===== src/rate_ctrl_pkg.sv =====
// Constants, field layout and register map of the rate and mode control decoder.
// Assumes a 50 MHz system clock and an APB register bus with 32-bit data.
package rate_ctrl_pkg;

    // ------------------------------------------------------------------
    // Timing
    // ------------------------------------------------------------------
    localparam int          CLK_HZ            = 50_000_000;
    localparam int          WB_RATE_HZ        = 16_000;
    localparam int          NB_RATE_HZ        = 8_000;
    localparam logic [12:0] WB_DIV_CYCLES     = 13'(CLK_HZ / WB_RATE_HZ);
    localparam logic [12:0] NB_DIV_DEFAULT    = 13'(CLK_HZ / NB_RATE_HZ);
    localparam int          MUTE_TIME_S       = 1;
    localparam logic [25:0] MUTE_DEFAULT      = 26'(CLK_HZ * MUTE_TIME_S);
    localparam int          INIT_LIMIT_MS     = 40;
    localparam int          INIT_LIMIT_CYCLES = (CLK_HZ / 1000) * INIT_LIMIT_MS;
    localparam logic [4:0]  INIT_CYCLES       = 5'h10;

    // ------------------------------------------------------------------
    // Control field group, most significant bit sent first
    // ------------------------------------------------------------------
    localparam int FLD_CODE_HI  = 7;
    localparam int FLD_CODE_LO  = 5;
    localparam int FLD_RSVD_HI  = 4;
    localparam int FLD_RSVD_LO  = 2;
    localparam int FLD_T2T      = 1;
    localparam int FLD_INIT     = 0;
    localparam int CODE_NB_BIT  = 2;
    localparam logic [1:0] CODE_HALF_RATE = 2'h3;
    localparam logic [1:0] MODE_HALF_RATE = 2'h2;

    // ------------------------------------------------------------------
    // Register map, byte addresses
    // ------------------------------------------------------------------
    localparam logic [7:0] REG_CTRL_MSG = 8'h00;
    localparam logic [7:0] REG_STATUS   = 8'h04;
    localparam logic [7:0] REG_CONFIG   = 8'h08;

    localparam int ST_MODE_LO  = 0;
    localparam int ST_NB       = 2;
    localparam int ST_HR       = 3;
    localparam int ST_T2T      = 4;
    localparam int ST_INIT     = 5;
    localparam int ST_MUTE     = 6;
    localparam int ST_PEND     = 7;
    localparam int ST_CODE_LO  = 8;

    // ------------------------------------------------------------------
    // Reset values and sample precision
    // ------------------------------------------------------------------
    localparam logic [2:0]  RST_CODE   = 3'h0;
    localparam logic [1:0]  RST_MODE   = 2'h0;
    localparam logic [7:0]  RST_FIELD  = 8'h00;
    localparam logic [1:0]  PREC_16    = 2'h0;
    localparam logic [1:0]  PREC_14    = 2'h1;
    localparam logic [1:0]  PREC_13    = 2'h2;
    localparam logic [1:0]  RST_PREC   = 2'h0;

    typedef enum logic [1:0] {
        ST_IDLE = 2'b00,
        ST_RUN_INIT = 2'b01,
        ST_LOAD = 2'b11
    } ctrl_state_t;

endpackage


===== src/pcm_ctrl_if.sv =====
// Carrier between the control core and the PCM sample path.
// Assumes both ends sit on the same clock.
`timescale 1ns/10ps
interface pcm_ctrl_if;
    logic       narrowband;
    logic [1:0] precision;
    logic       mute;

    modport ctrl (output narrowband, output precision, output mute);
    modport path (input narrowband, input precision, input mute);
endinterface


===== src/pcm_sample_path.sv =====
// PCM sample path: sample pacing, precision widening and output mute.
// Assumes samples at the pins are synchronous to clk and held between ticks.
`timescale 1ns/10ps
module pcm_sample_path
    import rate_ctrl_pkg::*;
#(
    parameter logic [12:0] NB_DIV_CYCLES = rate_ctrl_pkg::NB_DIV_DEFAULT
) (
    input  wire logic        clk,
    input  wire logic        reset,
    pcm_ctrl_if.path         ctl,
    input  wire logic [15:0] adc_raw,
    input  wire logic [15:0] decoded_sample,
    output logic      [15:0] pcm_in,
    output logic             pcm_in_valid,
    output logic      [15:0] dac_sample,
    output logic             dac_valid
);

    // ------------------------------------------------------------------
    // Widening
    // ------------------------------------------------------------------
    // Narrow samples sit in the low bits; top bits of the pin are ignored
    function automatic logic [15:0] widen(input logic [15:0] x, input logic [1:0] prec);
        case (prec)
            PREC_14: widen = {x[13:0], 2'b00};
            PREC_13: widen = {x[12:0], 3'b000};
            default: widen = x;
        endcase
    endfunction

    logic [12:0] div_cnt;
    logic [12:0] next_div_cnt;
    logic [12:0] div_last;
    logic        tick;
    logic [15:0] next_pcm_in;
    logic [15:0] next_dac_sample;

    // ------------------------------------------------------------------
    // Pacing and sample registers
    // ------------------------------------------------------------------
    always_comb begin
        div_last = ctl.narrowband ? (NB_DIV_CYCLES - 13'h0001) : (WB_DIV_CYCLES - 13'h0001); // [RULE13] [RULE18]
        tick = (div_cnt >= div_last);
        next_div_cnt = tick ? 13'h0000 : (div_cnt + 13'h0001);
        next_pcm_in = tick ? widen(adc_raw, ctl.precision) : pcm_in; // [RULE10] [RULE11] [RULE12]
        next_dac_sample = dac_sample;
        if (tick) begin
            next_dac_sample = ctl.mute ? 16'h0000 : widen(decoded_sample, ctl.precision); // [RULE14]
        end
    end

    always_ff @(posedge clk) begin
        if (reset) begin
            div_cnt      <= 13'h0000;
            pcm_in       <= 16'h0000;
            pcm_in_valid <= 1'b0;
            dac_sample   <= 16'h0000;
            dac_valid    <= 1'b0;
        end else begin
            div_cnt      <= next_div_cnt;
            pcm_in       <= next_pcm_in;
            pcm_in_valid <= tick;
            dac_sample   <= next_dac_sample;
            dac_valid    <= tick;
        end
    end

    // ------------------------------------------------------------------
    // Checks
    // ------------------------------------------------------------------
    a_widen_low_zero: assert property (@(posedge clk) disable iff (reset) // [RULE11]
        pcm_in_valid && ($past(ctl.precision) == PREC_14) |-> pcm_in[1:0] == 2'b00)
        else $error("Widened sample has nonzero low bits");

    a_wb_spacing: assert property (@(posedge clk) disable iff (reset) // [RULE13]
        pcm_in_valid && !ctl.narrowband && $stable(ctl.narrowband) |=> !pcm_in_valid[*8])
        else $error("Input samples too close together");

    a_paths_paired: assert property (@(posedge clk) disable iff (reset) // [RULE14]
        pcm_in_valid == dac_valid)
        else $error("Input and output sample strobes disagree");

endmodule


===== src/rate_mode_control_decoder.sv =====
// Rate and mode control decoder with APB register access and PCM sample path.
// Assumes an APB master on clk and an action_time pulse from the system timer.
//
// The register offsets and the APB interface to the registers are this design's own decisions.
`timescale 1ns/10ps

// Functional notes
// [RULE1] Field: code, reserved, terminal flag, init flag
// [RULE2] Codes map to four modes, two bandwidths
// [RULE3] Sender loads code for intended mode
// [RULE4] Sender drives reserved bits zero
// [RULE5] Sender sets terminal flag when needed
// [RULE6] Both flags set mutes audio one second
// [RULE7] Sender clears terminal flag otherwise
// [RULE8] Sender sets init flag to reinitialise
// [RULE9] Sender clears init flag otherwise
// [RULE10] Samples are 16-bit two's complement
// [RULE11] Narrow samples shift left, zero filled
// [RULE12] At least 13 bits resolution kept
// [RULE13] Wideband input samples at 16 kHz
// [RULE14] Wideband output 16-bit at 16 kHz
// [RULE15] Mode held until new code or init
// [RULE16] Init selects mode 0, wideband
// [RULE17] Init completes within 40 ms
// [RULE18] Narrowband uses 8000 Hz both ways
// [RULE19] Reserved ignored; act at action time
module rate_mode_control_decoder
#(
    parameter logic [12:0] NB_DIV_CYCLES = rate_ctrl_pkg::NB_DIV_DEFAULT,
    parameter logic [25:0] MUTE_CYCLES   = rate_ctrl_pkg::MUTE_DEFAULT
) (
    input  wire logic        clk,
    input  wire logic        reset,
    input  wire logic        psel,
    input  wire logic        penable,
    input  wire logic        pwrite,
    input  wire logic [7:0]  paddr,
    input  wire logic [31:0] pwdata,
    output logic      [31:0] prdata,
    output logic             pready,
    output logic             pslverr,
    input  wire logic        action_time,
    input  wire logic [15:0] adc_raw,
    input  wire logic [15:0] decoded_sample,
    output logic      [1:0]  mode,
    output logic             narrowband,
    output logic             half_rate_ceiling_mode,
    output logic             terminal_to_terminal_flag,
    output logic             codec_init_busy,
    output logic             audio_mute,
    output logic      [15:0] pcm_in,
    output logic             pcm_in_valid,
    output logic      [15:0] dac_sample,
    output logic             dac_valid
);
    import rate_ctrl_pkg::*;

    // ------------------------------------------------------------------
    // Decoding helpers
    // ------------------------------------------------------------------
    function automatic logic [1:0] code_mode(input logic [2:0] code);
        code_mode = (code[1:0] == CODE_HALF_RATE) ? MODE_HALF_RATE : code[1:0]; // [RULE2]
    endfunction

    function automatic logic reg_hit(input logic [7:0] addr, input logic [7:0] base);
        reg_hit = (addr == base);
    endfunction

    // ------------------------------------------------------------------
    // State
    // ------------------------------------------------------------------
    ctrl_state_t state;
    ctrl_state_t next_state;
    logic [7:0]  pend_field;
    logic [7:0]  next_pend_field;
    logic        pending;
    logic        next_pending;
    logic [2:0]  cur_code;
    logic [2:0]  next_cur_code;
    logic [2:0]  load_code;
    logic [2:0]  next_load_code;
    logic        mute_req;
    logic        next_mute_req;
    logic [4:0]  init_cnt;
    logic [4:0]  next_init_cnt;
    logic [25:0] mute_cnt;
    logic [25:0] next_mute_cnt;
    logic [1:0]  precision;
    logic [1:0]  next_precision;
    logic [1:0]  next_mode;
    logic        next_narrowband;
    logic        next_hr;
    logic        next_t2t;
    logic        next_init_busy;
    logic        next_audio_mute;
    logic [31:0] next_prdata;
    logic        next_pready;
    logic        next_pslverr;
    logic        wr_access;
    logic        wr_msg;
    logic        accept;
    logic        mapped;
    logic [31:0] status_word;

    // ------------------------------------------------------------------
    // APB slave
    // ------------------------------------------------------------------
    // Registered answer costs one wait-free access cycle but keeps outputs on flops
    always_comb begin
        mapped = reg_hit(paddr, REG_CTRL_MSG) || reg_hit(paddr, REG_STATUS)
                 || reg_hit(paddr, REG_CONFIG);
        wr_access = psel && penable && pready && pwrite && !pslverr;
        wr_msg = wr_access && reg_hit(paddr, REG_CTRL_MSG);
        status_word = 32'h0000_0000;
        status_word[ST_MODE_LO +: 2] = mode;
        status_word[ST_NB] = narrowband;
        status_word[ST_HR] = half_rate_ceiling_mode;
        status_word[ST_T2T] = terminal_to_terminal_flag;
        status_word[ST_INIT] = codec_init_busy;
        status_word[ST_MUTE] = audio_mute;
        status_word[ST_PEND] = pending;
        status_word[ST_CODE_LO +: 3] = cur_code;
        next_pready = psel && !penable;
        next_pslverr = psel && !penable && !mapped;
        next_prdata = prdata;
        if (psel && !penable) begin
            next_prdata = 32'h0000_0000;
            if (!pwrite && reg_hit(paddr, REG_CTRL_MSG)) begin
                next_prdata = {24'h00_0000, pend_field};
            end else if (!pwrite && reg_hit(paddr, REG_STATUS)) begin
                next_prdata = status_word;
            end else if (!pwrite && reg_hit(paddr, REG_CONFIG)) begin
                next_prdata = {30'h0000_0000, precision};
            end
        end
        next_precision = precision;
        if (wr_access && reg_hit(paddr, REG_CONFIG)) begin
            next_precision = pwdata[1:0];
        end
    end

    always_ff @(posedge clk) begin
        if (reset) begin
            prdata    <= 32'h0000_0000;
            pready    <= 1'b0;
            pslverr   <= 1'b0;
            precision <= RST_PREC;
        end else begin
            prdata    <= next_prdata;
            pready    <= next_pready;
            pslverr   <= next_pslverr;
            precision <= next_precision;
        end
    end

    // ------------------------------------------------------------------
    // Message handling
    // ------------------------------------------------------------------
    // One pending message; a later write replaces an unapplied one
    always_comb begin
        accept = pending && action_time && (state == ST_IDLE); // [RULE19]
        next_state = state;
        next_pend_field = pend_field;
        next_pending = pending;
        next_cur_code = cur_code;
        next_load_code = load_code;
        next_mute_req = mute_req;
        next_init_cnt = init_cnt;
        next_mute_cnt = mute_cnt;
        next_t2t = terminal_to_terminal_flag;
        if (accept) begin
            next_pending = 1'b0;
            next_t2t = pend_field[FLD_T2T];
            if (pend_field[FLD_INIT]) begin
                next_state = ST_RUN_INIT;
                next_init_cnt = 5'h00;
                next_cur_code = RST_CODE; // [RULE16]
                next_load_code = pend_field[FLD_CODE_HI:FLD_CODE_LO];
                next_mute_req = pend_field[FLD_T2T];
                next_mute_cnt = 26'h000_0000;
            end else if (pend_field[FLD_CODE_HI:FLD_CODE_LO] != cur_code) begin
                next_cur_code = pend_field[FLD_CODE_HI:FLD_CODE_LO]; // [RULE15]
            end
        end
        case (state)
            ST_IDLE: begin
                // A fresh init cancels any mute still running
                if (mute_cnt != 26'h000_0000 && !(accept && pend_field[FLD_INIT])) begin
                    next_mute_cnt = mute_cnt - 26'h000_0001;
                end
            end
            ST_RUN_INIT: begin
                next_init_cnt = init_cnt + 5'h01;
                if (init_cnt == INIT_CYCLES - 5'h01) begin // [RULE17]
                    next_state = ST_LOAD;
                end
            end
            ST_LOAD: begin
                next_cur_code = load_code;
                next_state = ST_IDLE;
                if (mute_req) begin
                    next_mute_cnt = MUTE_CYCLES; // [RULE6]
                end
                next_mute_req = 1'b0;
            end
            default: begin
                next_state = ST_IDLE;
            end
        endcase
        if (wr_msg) begin
            // Write wins over consumption in the same cycle
            next_pend_field = pwdata[7:0]; // [RULE1]
            next_pending = 1'b1;
        end
        // Reserved field plays no part in decoding
        next_mode = code_mode(next_cur_code); // [RULE2] [RULE19]
        next_narrowband = next_cur_code[CODE_NB_BIT];
        next_hr = (next_cur_code[1:0] == CODE_HALF_RATE);
        next_init_busy = (next_state != ST_IDLE);
        next_audio_mute = (next_mute_cnt != 26'h000_0000);
    end

    always_ff @(posedge clk) begin
        if (reset) begin
            state                     <= ST_IDLE;
            pend_field                <= RST_FIELD;
            pending                   <= 1'b0;
            cur_code                  <= RST_CODE;
            load_code                 <= RST_CODE;
            mute_req                  <= 1'b0;
            init_cnt                  <= 5'h00;
            mute_cnt                  <= 26'h000_0000;
            mode                      <= RST_MODE;
            narrowband                <= 1'b0;
            half_rate_ceiling_mode    <= 1'b0;
            terminal_to_terminal_flag <= 1'b0;
            codec_init_busy           <= 1'b0;
            audio_mute                <= 1'b0;
        end else begin
            state                     <= next_state;
            pend_field                <= next_pend_field;
            pending                   <= next_pending;
            cur_code                  <= next_cur_code;
            load_code                 <= next_load_code;
            mute_req                  <= next_mute_req;
            init_cnt                  <= next_init_cnt;
            mute_cnt                  <= next_mute_cnt;
            mode                      <= next_mode;
            narrowband                <= next_narrowband;
            half_rate_ceiling_mode    <= next_hr;
            terminal_to_terminal_flag <= next_t2t;
            codec_init_busy           <= next_init_busy;
            audio_mute                <= next_audio_mute;
        end
    end

    // ------------------------------------------------------------------
    // Sample path
    // ------------------------------------------------------------------
    pcm_ctrl_if pcm_ctl ();

    assign pcm_ctl.narrowband = narrowband;
    assign pcm_ctl.precision  = precision;
    assign pcm_ctl.mute       = audio_mute;

    pcm_sample_path #(
        .NB_DIV_CYCLES (NB_DIV_CYCLES)
    ) u_path (
        .clk            (clk),
        .reset          (reset),
        .ctl            (pcm_ctl),
        .adc_raw        (adc_raw),
        .decoded_sample (decoded_sample),
        .pcm_in         (pcm_in),
        .pcm_in_valid   (pcm_in_valid),
        .dac_sample     (dac_sample),
        .dac_valid      (dac_valid)
    );

    // ------------------------------------------------------------------
    // Checks
    // ------------------------------------------------------------------
    a_msg_captured: assert property (@(posedge clk) disable iff (reset) // [RULE1]
        wr_msg |=> pending && (pend_field == $past(pwdata[7:0])))
        else $error("Control field write not held as pending");

    a_code_decode: assert property (@(posedge clk) disable iff (reset) // [RULE2]
        accept && !pend_field[FLD_INIT] |=> (narrowband == $past(pend_field[FLD_CODE_HI]))
        && (half_rate_ceiling_mode == ($past(pend_field[6:5]) == CODE_HALF_RATE))
        && (mode == code_mode($past(pend_field[FLD_CODE_HI:FLD_CODE_LO]))))
        else $error("Rate code decoded wrongly");

    a_mode_held: assert property (@(posedge clk) disable iff (reset) // [RULE15]
        !accept && (state == ST_IDLE) |=> $stable(mode) && $stable(narrowband))
        else $error("Mode changed without a message");

    a_init_default: assert property (@(posedge clk) disable iff (reset) // [RULE16]
        accept && pend_field[FLD_INIT] |=> (mode == RST_MODE) && !narrowband
        && codec_init_busy)
        else $error("Init did not select mode 0 wideband");

    a_init_length: assert property (@(posedge clk) disable iff (reset) // [RULE17]
        $rose(codec_init_busy) |-> codec_init_busy [*8] ##[1:10] !codec_init_busy)
        else $error("Init duration out of range");

    a_mute_after_init: assert property (@(posedge clk) disable iff (reset) // [RULE6]
        (state == ST_LOAD) && mute_req |=> audio_mute && !codec_init_busy)
        else $error("Mute did not follow init");

    a_no_mute_plain: assert property (@(posedge clk) disable iff (reset) // [RULE6]
        $rose(audio_mute) |-> $past(state) == ST_LOAD)
        else $error("Mute started outside init completion");

    a_action_only: assert property (@(posedge clk) disable iff (reset) // [RULE19]
        !accept |=> terminal_to_terminal_flag == $past(terminal_to_terminal_flag))
        else $error("Flag changed away from action time");

    a_apb_answer: assert property (@(posedge clk) disable iff (reset)
        psel && !penable |=> pready && (pslverr == !$past(mapped)))
        else $error("APB answer missing");

endmodule


===== config.mk =====
export PLATFORM = sky130hd
export DESIGN_NAME = rate_mode_control_decoder
export DESIGN_NICKNAME = d
export VERILOG_FILES = /design/src/rate_ctrl_pkg.sv /design/src/pcm_ctrl_if.sv /design/src/pcm_sample_path.sv /design/src/rate_mode_control_decoder.sv
export SDC_FILE = /design/constraint.sdc
export NUM_CORES = 1
export LEC_CHECK = 0
export ABC_CLOCK_PERIOD_IN_PS = 7000
export BUFFER_PORTS_ARGS = -buffer_cell sky130_fd_sc_hd__buf_2
export CAP_MARGIN = 20
export CORE_ASPECT_RATIO = 1.75
export CORE_MARGIN = 3
export CORE_UTILIZATION = 45
export DETAILED_ROUTE_END_ITERATION = 12
export GPL_ROUTABILITY_DRIVEN = 0
export HOLD_SLACK_MARGIN = 0.06
export MAX_ROUTING_LAYER = met4
export PLACE_DENSITY_LB_ADDON = 0.1
export SYNTH_ARGS = -nofsm -noshare
export SYNTH_HDL_FRONTEND = slang
export SYNTH_SLANG_ARGS = --single-unit
export TNS_END_PERCENT = 100

===== constraint.sdc =====
create_clock -name clk -period 7 [get_ports clk]
set_clock_uncertainty 0.05 [all_clocks]
set_input_delay 1.75 -clock clk [delete_from_list [all_inputs] [get_ports clk]]
set_output_delay 1.75 -clock clk [all_outputs]
set_load 0.01 [all_outputs]

Yosys cells after proc, flatten, opt, wreduce, memory -nomap -nowiden
Cells that the tools add are included.
- output and inout bits: 75
- flip-flop bits (word level): 138
- latch bits: 0
- word-level logic and storage cells: 97
- bits in writable memories: 0
- bits in read-only memories: 0
- bits of input ports: 78
- memories: 0
- multipliers: 0
- equality and inequality tests: 9
- add/sub/neg operators: 3
- bitwise gates (word level): 0
- div/mod/pow operators: 0
- shift operators: 0
- reductions and logical operators: 35
- multiplexer cells: 26
- magnitude comparators: 1
- operators with widths (operator ; count):
    two-way mux 26 bit ; 4
    one-hot mux 16 bit (2 select lines) ; 2
    one-hot mux 26 bit (2 select lines) ; 1
    nonzero test 26 bit ; 2
    subtractor 26 x 1 -> 26 bit (second input constant) ; 1
    two-way mux 11 bit ; 2
    two-way mux 16 bit ; 1
    logical AND 1 bit ; 15
    two-way mux 5 bit ; 3
    adder 13 x 1 -> 13 bit (second input constant) ; 1
    >= comparator 13 bit ; 1
    two-way mux 13 bit ; 1
    two-way mux 3 bit ; 4
    two-way mux 2 bit ; 5
    == test 8 x 3 -> 1 bit (second input constant) ; 1
    == test 8 x 4 -> 1 bit (second input constant) ; 1
    logical NOT 8 bit ; 1
    nonzero test 2 bit ; 4
    == test 2 bit (second input constant) ; 3
    OR reduction 2 bit ; 3
    adder 5 x 1 -> 5 bit (second input constant) ; 1
    == test 5 x 4 -> 1 bit (second input constant) ; 1
    logical NOT 1 bit ; 5
    == test 2 x 1 -> 1 bit (second input constant) ; 2
    6 further kinds ; 9

Logic depth before layout (Yosys ltp)
- word-level depth: 8
- mapped depth: 11
- depth with buffers taken out: 10

Hierarchy
From an unflattened synthesis, not the netlist that was laid out.
- cells, all modules: 801
- area, all modules: 6482.5 um^2
- modules (own cells, without submodules) (module ; area an instance (um^2) ; sequential area each (um^2) ; cells each ; times used):
    rate_mode_control_decoder ; 3778.6 ; 1401.3 ; 469 ; 1
    pcm_sample_path ; 2703.8 ; 920.9 ; 332 ; 1

Least setup slack after synthesis
OpenSTA, ideal clock, no wires.
- path kind: in2reg
- start point: input port action_time
- end point: register audio_mute
- setup time: 0.143 ns
- required time: 6.807 ns
- stages on the path: 9
- buffers on the path: 2
- data arrival time: 3.282 ns
- setup slack: 3.526 ns
- cell sequence: and4_1 -> clkbuf_1 -> or3_1 -> clkbuf_1 -> o21ai_0 -> a32oi_1 -> nand3_1 -> nor4_1 -> a41oi_1
- word-level cells in the longest chain between the ends: 8
- elaborated cells on any way between the ends: 10
- those cells by class: mux (4); reduce/logical (6)
- ends and longest elaborated chain (what ; RTL line ; text):
    from (decl) ; rate_mode_control_decoder.sv:42 ; input wire logic action_time,
    logical AND 1 bit (*) (2 in series) ; rate_mode_control_decoder.sv:161 ; accept = pending && action_time && (state == ST_IDLE);
    logical AND 1 bit ; rate_mode_control_decoder.sv:188 ; if (mute_cnt != 26'h000_0000 && !(accept && pend_field[FLD_INIT])) begin
    logical NOT 1 bit ; rate_mode_control_decoder.sv:188 ;
    logical AND 1 bit ; rate_mode_control_decoder.sv:188 ;
    two-way mux 26 bit ; rate_mode_control_decoder.sv:188 ;
    one-hot mux 26 bit (2 select lines) (*) ; rate_mode_control_decoder.sv:185 ; case (state)
    nonzero test 26 bit (*) ; rate_mode_control_decoder.sv:220 ; next_audio_mute = (next_mute_cnt != 26'h000_0000);
    to (signal assigned) ; rate_mode_control_decoder.sv:253 ; audio_mute <= next_audio_mute;
    to (decl) ; rate_mode_control_decoder.sv:50 ; output logic audio_mute,
Every way passes the cells marked *; elsewhere a longest branch is shown, timed or not.
A chain may end at the register's enable or synchronous reset.

Worst setup path after layout
- start point: register mute_cnt[0]
- end point: register audio_mute
- word-level cells in the longest chain between the ends: 5
- elaborated cells on any way between the ends: 9
- those cells by class: add/sub (1); mux (5); reduce/logical (3)
- ends and longest elaborated chain (what ; RTL line ; text):
    from (decl) ; rate_mode_control_decoder.sv:86 ; logic [25:0] mute_cnt;
    from (signal assigned) ; rate_mode_control_decoder.sv:247 ; mute_cnt <= next_mute_cnt;
    branches (longest 3 deep; another with subtractor 26 x 1 -> 26 bit) ; -- ;
    one-hot mux 26 bit (2 select lines) (*) ; rate_mode_control_decoder.sv:185 ;
    nonzero test 26 bit (*) ; rate_mode_control_decoder.sv:220 ;
Every way passes the cells marked *.

==> results_dict.tcl <==
set metrics [dict create \
    status "completed" \
    avgViaCountPerCell 5.81 \
    syn-cell-area_sq_um 6200 \
    crit_fanout 18 \
    use_met2_pct 43.4 \
    first_pass_iters 5 \
    hold_end "load_code[2]" \
    ioPinCount 153 \
    portBuffers 107 \
    post_cts_buffers 0 \
    grt_pass1_vias 6056 \
    min_path_cells 2 \
    synth.area.top_cells "dfxtp_1, nor2_1, a21oi_1" \
    fillers 1306 \
    worst_path_max_delay_cell "or4_1" \
    hold_path_startpoint "load_code[2]" \
    finalNonFillerCells 1047 \
    die_w_um 94.7 \
    met3_usage_pct 5.68 \
    yosys.cell_types.count 57 \
    worst_pin_slew_ns 1.02 \
    grt_antenna_before_repair 0 \
    grt_max_degree 61 \
    synth_ff_type "dfxtp_1" \
    drcViolationCount 0 \
    worstHoldPathType "register to register" \
    final_util_pct 54.3 \
    fin_crit_ns 4.26 \
    dp_hpwl_um 12800 \
    reg2reg_from "mute_cnt[0]" \
    grt_usage_pct 24.8 \
    grt_pass1_wl_um 29700 \
    postRouteWirelength_um 18000 \
    coreArea_sq_um 13500 \
    cts_hold_buf 0 \
    synth_warnings 0 \
    rr_endpoint "audio_mute" \
    yosys-top-cells-count "dfxtp_1, nor2_1, nand2_1, a21oi_1, o21ai_0" \
    synth_area_leader_cell "dfxtp_1" \
    overflow 0 \
    met1_usage_pct 26.9 \
    max_cap_viol_count 0 \
    place_inst 1016 \
    relSlewSlack_pct 31.9 \
    vias 6083 \
    rsz0062_at_grt "false" \
    finalSetupTns_ns 0 \
    synth_cells 788 \
    grt-busiest-layer "met2" \
    clock-sinks 116 \
    ctsResizeCount 0 \
    r2r_cells 10 \
    antenna_cells 0 \
    hold_viol_final 0 \
    maxSlewViolCount 0 \
    worstPathArrival_ns 4.46 \
    fin_ws_ns 2.74 \
    path_cells "inv_1 > ha_1 > or3b_2 > or4_1 > o31ai_4 > o21ai_1 > a221oi_1 > nand3_1 > nor4_1 > a41oi_1" \
    layout-drive-gt1-share_pct 17.2 \
    insertion_delay_ns 0.41 \
    clk_pin_slew_ns 0.05 \
    yosysMostFrequentCell "dfxtp_1" \
    die_h_um 161 \
    cts_inserted_buffers 17 \
    cts_tree "done" \
    worst_ir_drop_vdd_uv 145 \
    drt-initial-drc-count 373 \
    crit_path_start_kind "register" \
    final_area_sq_um 7300 \
    start_util_pct 46.1 \
    dieArea_sq_um 15300 \
    place_area_sq_um 6690 \
    powerDensity_nw_per_um2 319 \
    yosysSeqAreaShare_pct 37.5 \
    htree_levels 4 \
    fmax_mhz 235 \
    clock-root-buffer "clkbuf_16" \
    nNetsFinal 955 \
    setup_viol 0 \
    syn2layout_area_growth_pct 17.7 \
    r2r_slack_ns 2.74 \
    ys_ff_latch 116 \
    async_flop_share_pct 0 \
    clockBufferDepth 2 \
    synth.avg_cell_area_sq_um 7.87 \
    p_leak_nw 2.97 \
    cp_data_required_time_ns 7.20 \
    netlist.area_leader.share_pct 37.5 \
    fp-row-count 56 \
    wl_per_cell_um 17.2 \
    critical-path-max-stage-delay_ns 0.82 \
    critPathKind "register to register" \
    synth-edff-count 0 \
    pre_cts_slack_ns 2.60 \
    whs_ns 0.405 \
    post-route-period-util_pct 60.9 \
    power_mw 2.33 \
    cp-end-kind "register" \
    final_antenna_net_count 0 \
]
[critical path: cells and delay by family (launching register included)]
kind / cells / cell delay (ns)
adders and majority gates: 1 / 0.25
AOI/OAI and AO/OA: 4 / 1.62
buffers and inverters: 1 / 0.12
and+or+nand+nor: 4 / 1.70
DFF: 1 / 0.35
[metal layers]
metal  vias to the layer above  part of all wire, %
li1                       2964                    -
met1                      2871                   38
met2                       205                   53
met3                        43                  5.6
met4                         0                  2.7
met5                         -                    0
[layout make-up]
cell class                 instances  area (sq um)  area share, %
clock buffer                      21           450           6.17
clock inverter                    10           156           2.14
inverter                          15          56.3          0.771
multi-input combinational        597          3510           48.1
sequential                       116          2320           31.8
tap                              174           218           2.98
timing repair buffer             114           588           8.06
[sequential cells by signal, summed over array words and instances, names as in the netlist, 2 cells and up]
name and count:
u_path.dac_sample 16, mode 2, pend_field 8, prdata 11, cur_code 2, state 2, u_path.pcm_in 16, u_path.div_cnt 13
pcm_ctl.precision 2, init_cnt 5, mute_cnt 26, load_code 3
[cell usage in the layout, fill, tap and decap left out, drive strengths merged, types with 5 or more instances in the layout]
master / count
dfxtp: 116
buf: 114
nor2: 90
nand2: 73
a21oi: 66
o21ai: 64
a22oi: 36
nor3: 32
nand4: 24
conb: 21
clkbuf: 21
a211oi: 16
ha: 16
nor4: 16
nand3: 15
inv: 15
mux2i: 15
a22o: 13
xor2: 9
or4: 9
nor2b: 8
and3: 6
nor3b: 6
xnor2: 6
nand2b: 5
clkinv: 5
[logic make-up (layout without fill, tap and decap cells)]
kind of cell,Yosys count,after routing,share of synthesized area (%)
xor gates and xnor gates,15,15,2.12
adders and majority gates,16,16,3.23
muxes,16,16,2.60
AOI/OAI and AO/OA,227,227,23.4
DFF,116,116,37.5
other,1,21,0.0605
and+or+nand+nor,302,302,23.8
buffers and inverters,95,160,7.29
[where the power goes]
group          internal [mW]  switching (mW)
Clock                  0.600           0.301
Combinational          0.241           0.415
Sequential             0.708          0.0613
[worst max path at each step]
stage                       endpoint  cells past startpoint         from  slack, ns
final                     audio_mute                     10  mute_cnt[0]       2.74
after global routing      audio_mute                     10  mute_cnt[0]       2.55
after CTS                 audio_mute                     10  mute_cnt[0]       2.75
after detailed placement  audio_mute                      9  action_time       2.60
after global placement    audio_mute                      9  action_time       2.60
after floorplan           audio_mute                      9  action_time       3.53
Power figures use the tool's default switching activity.
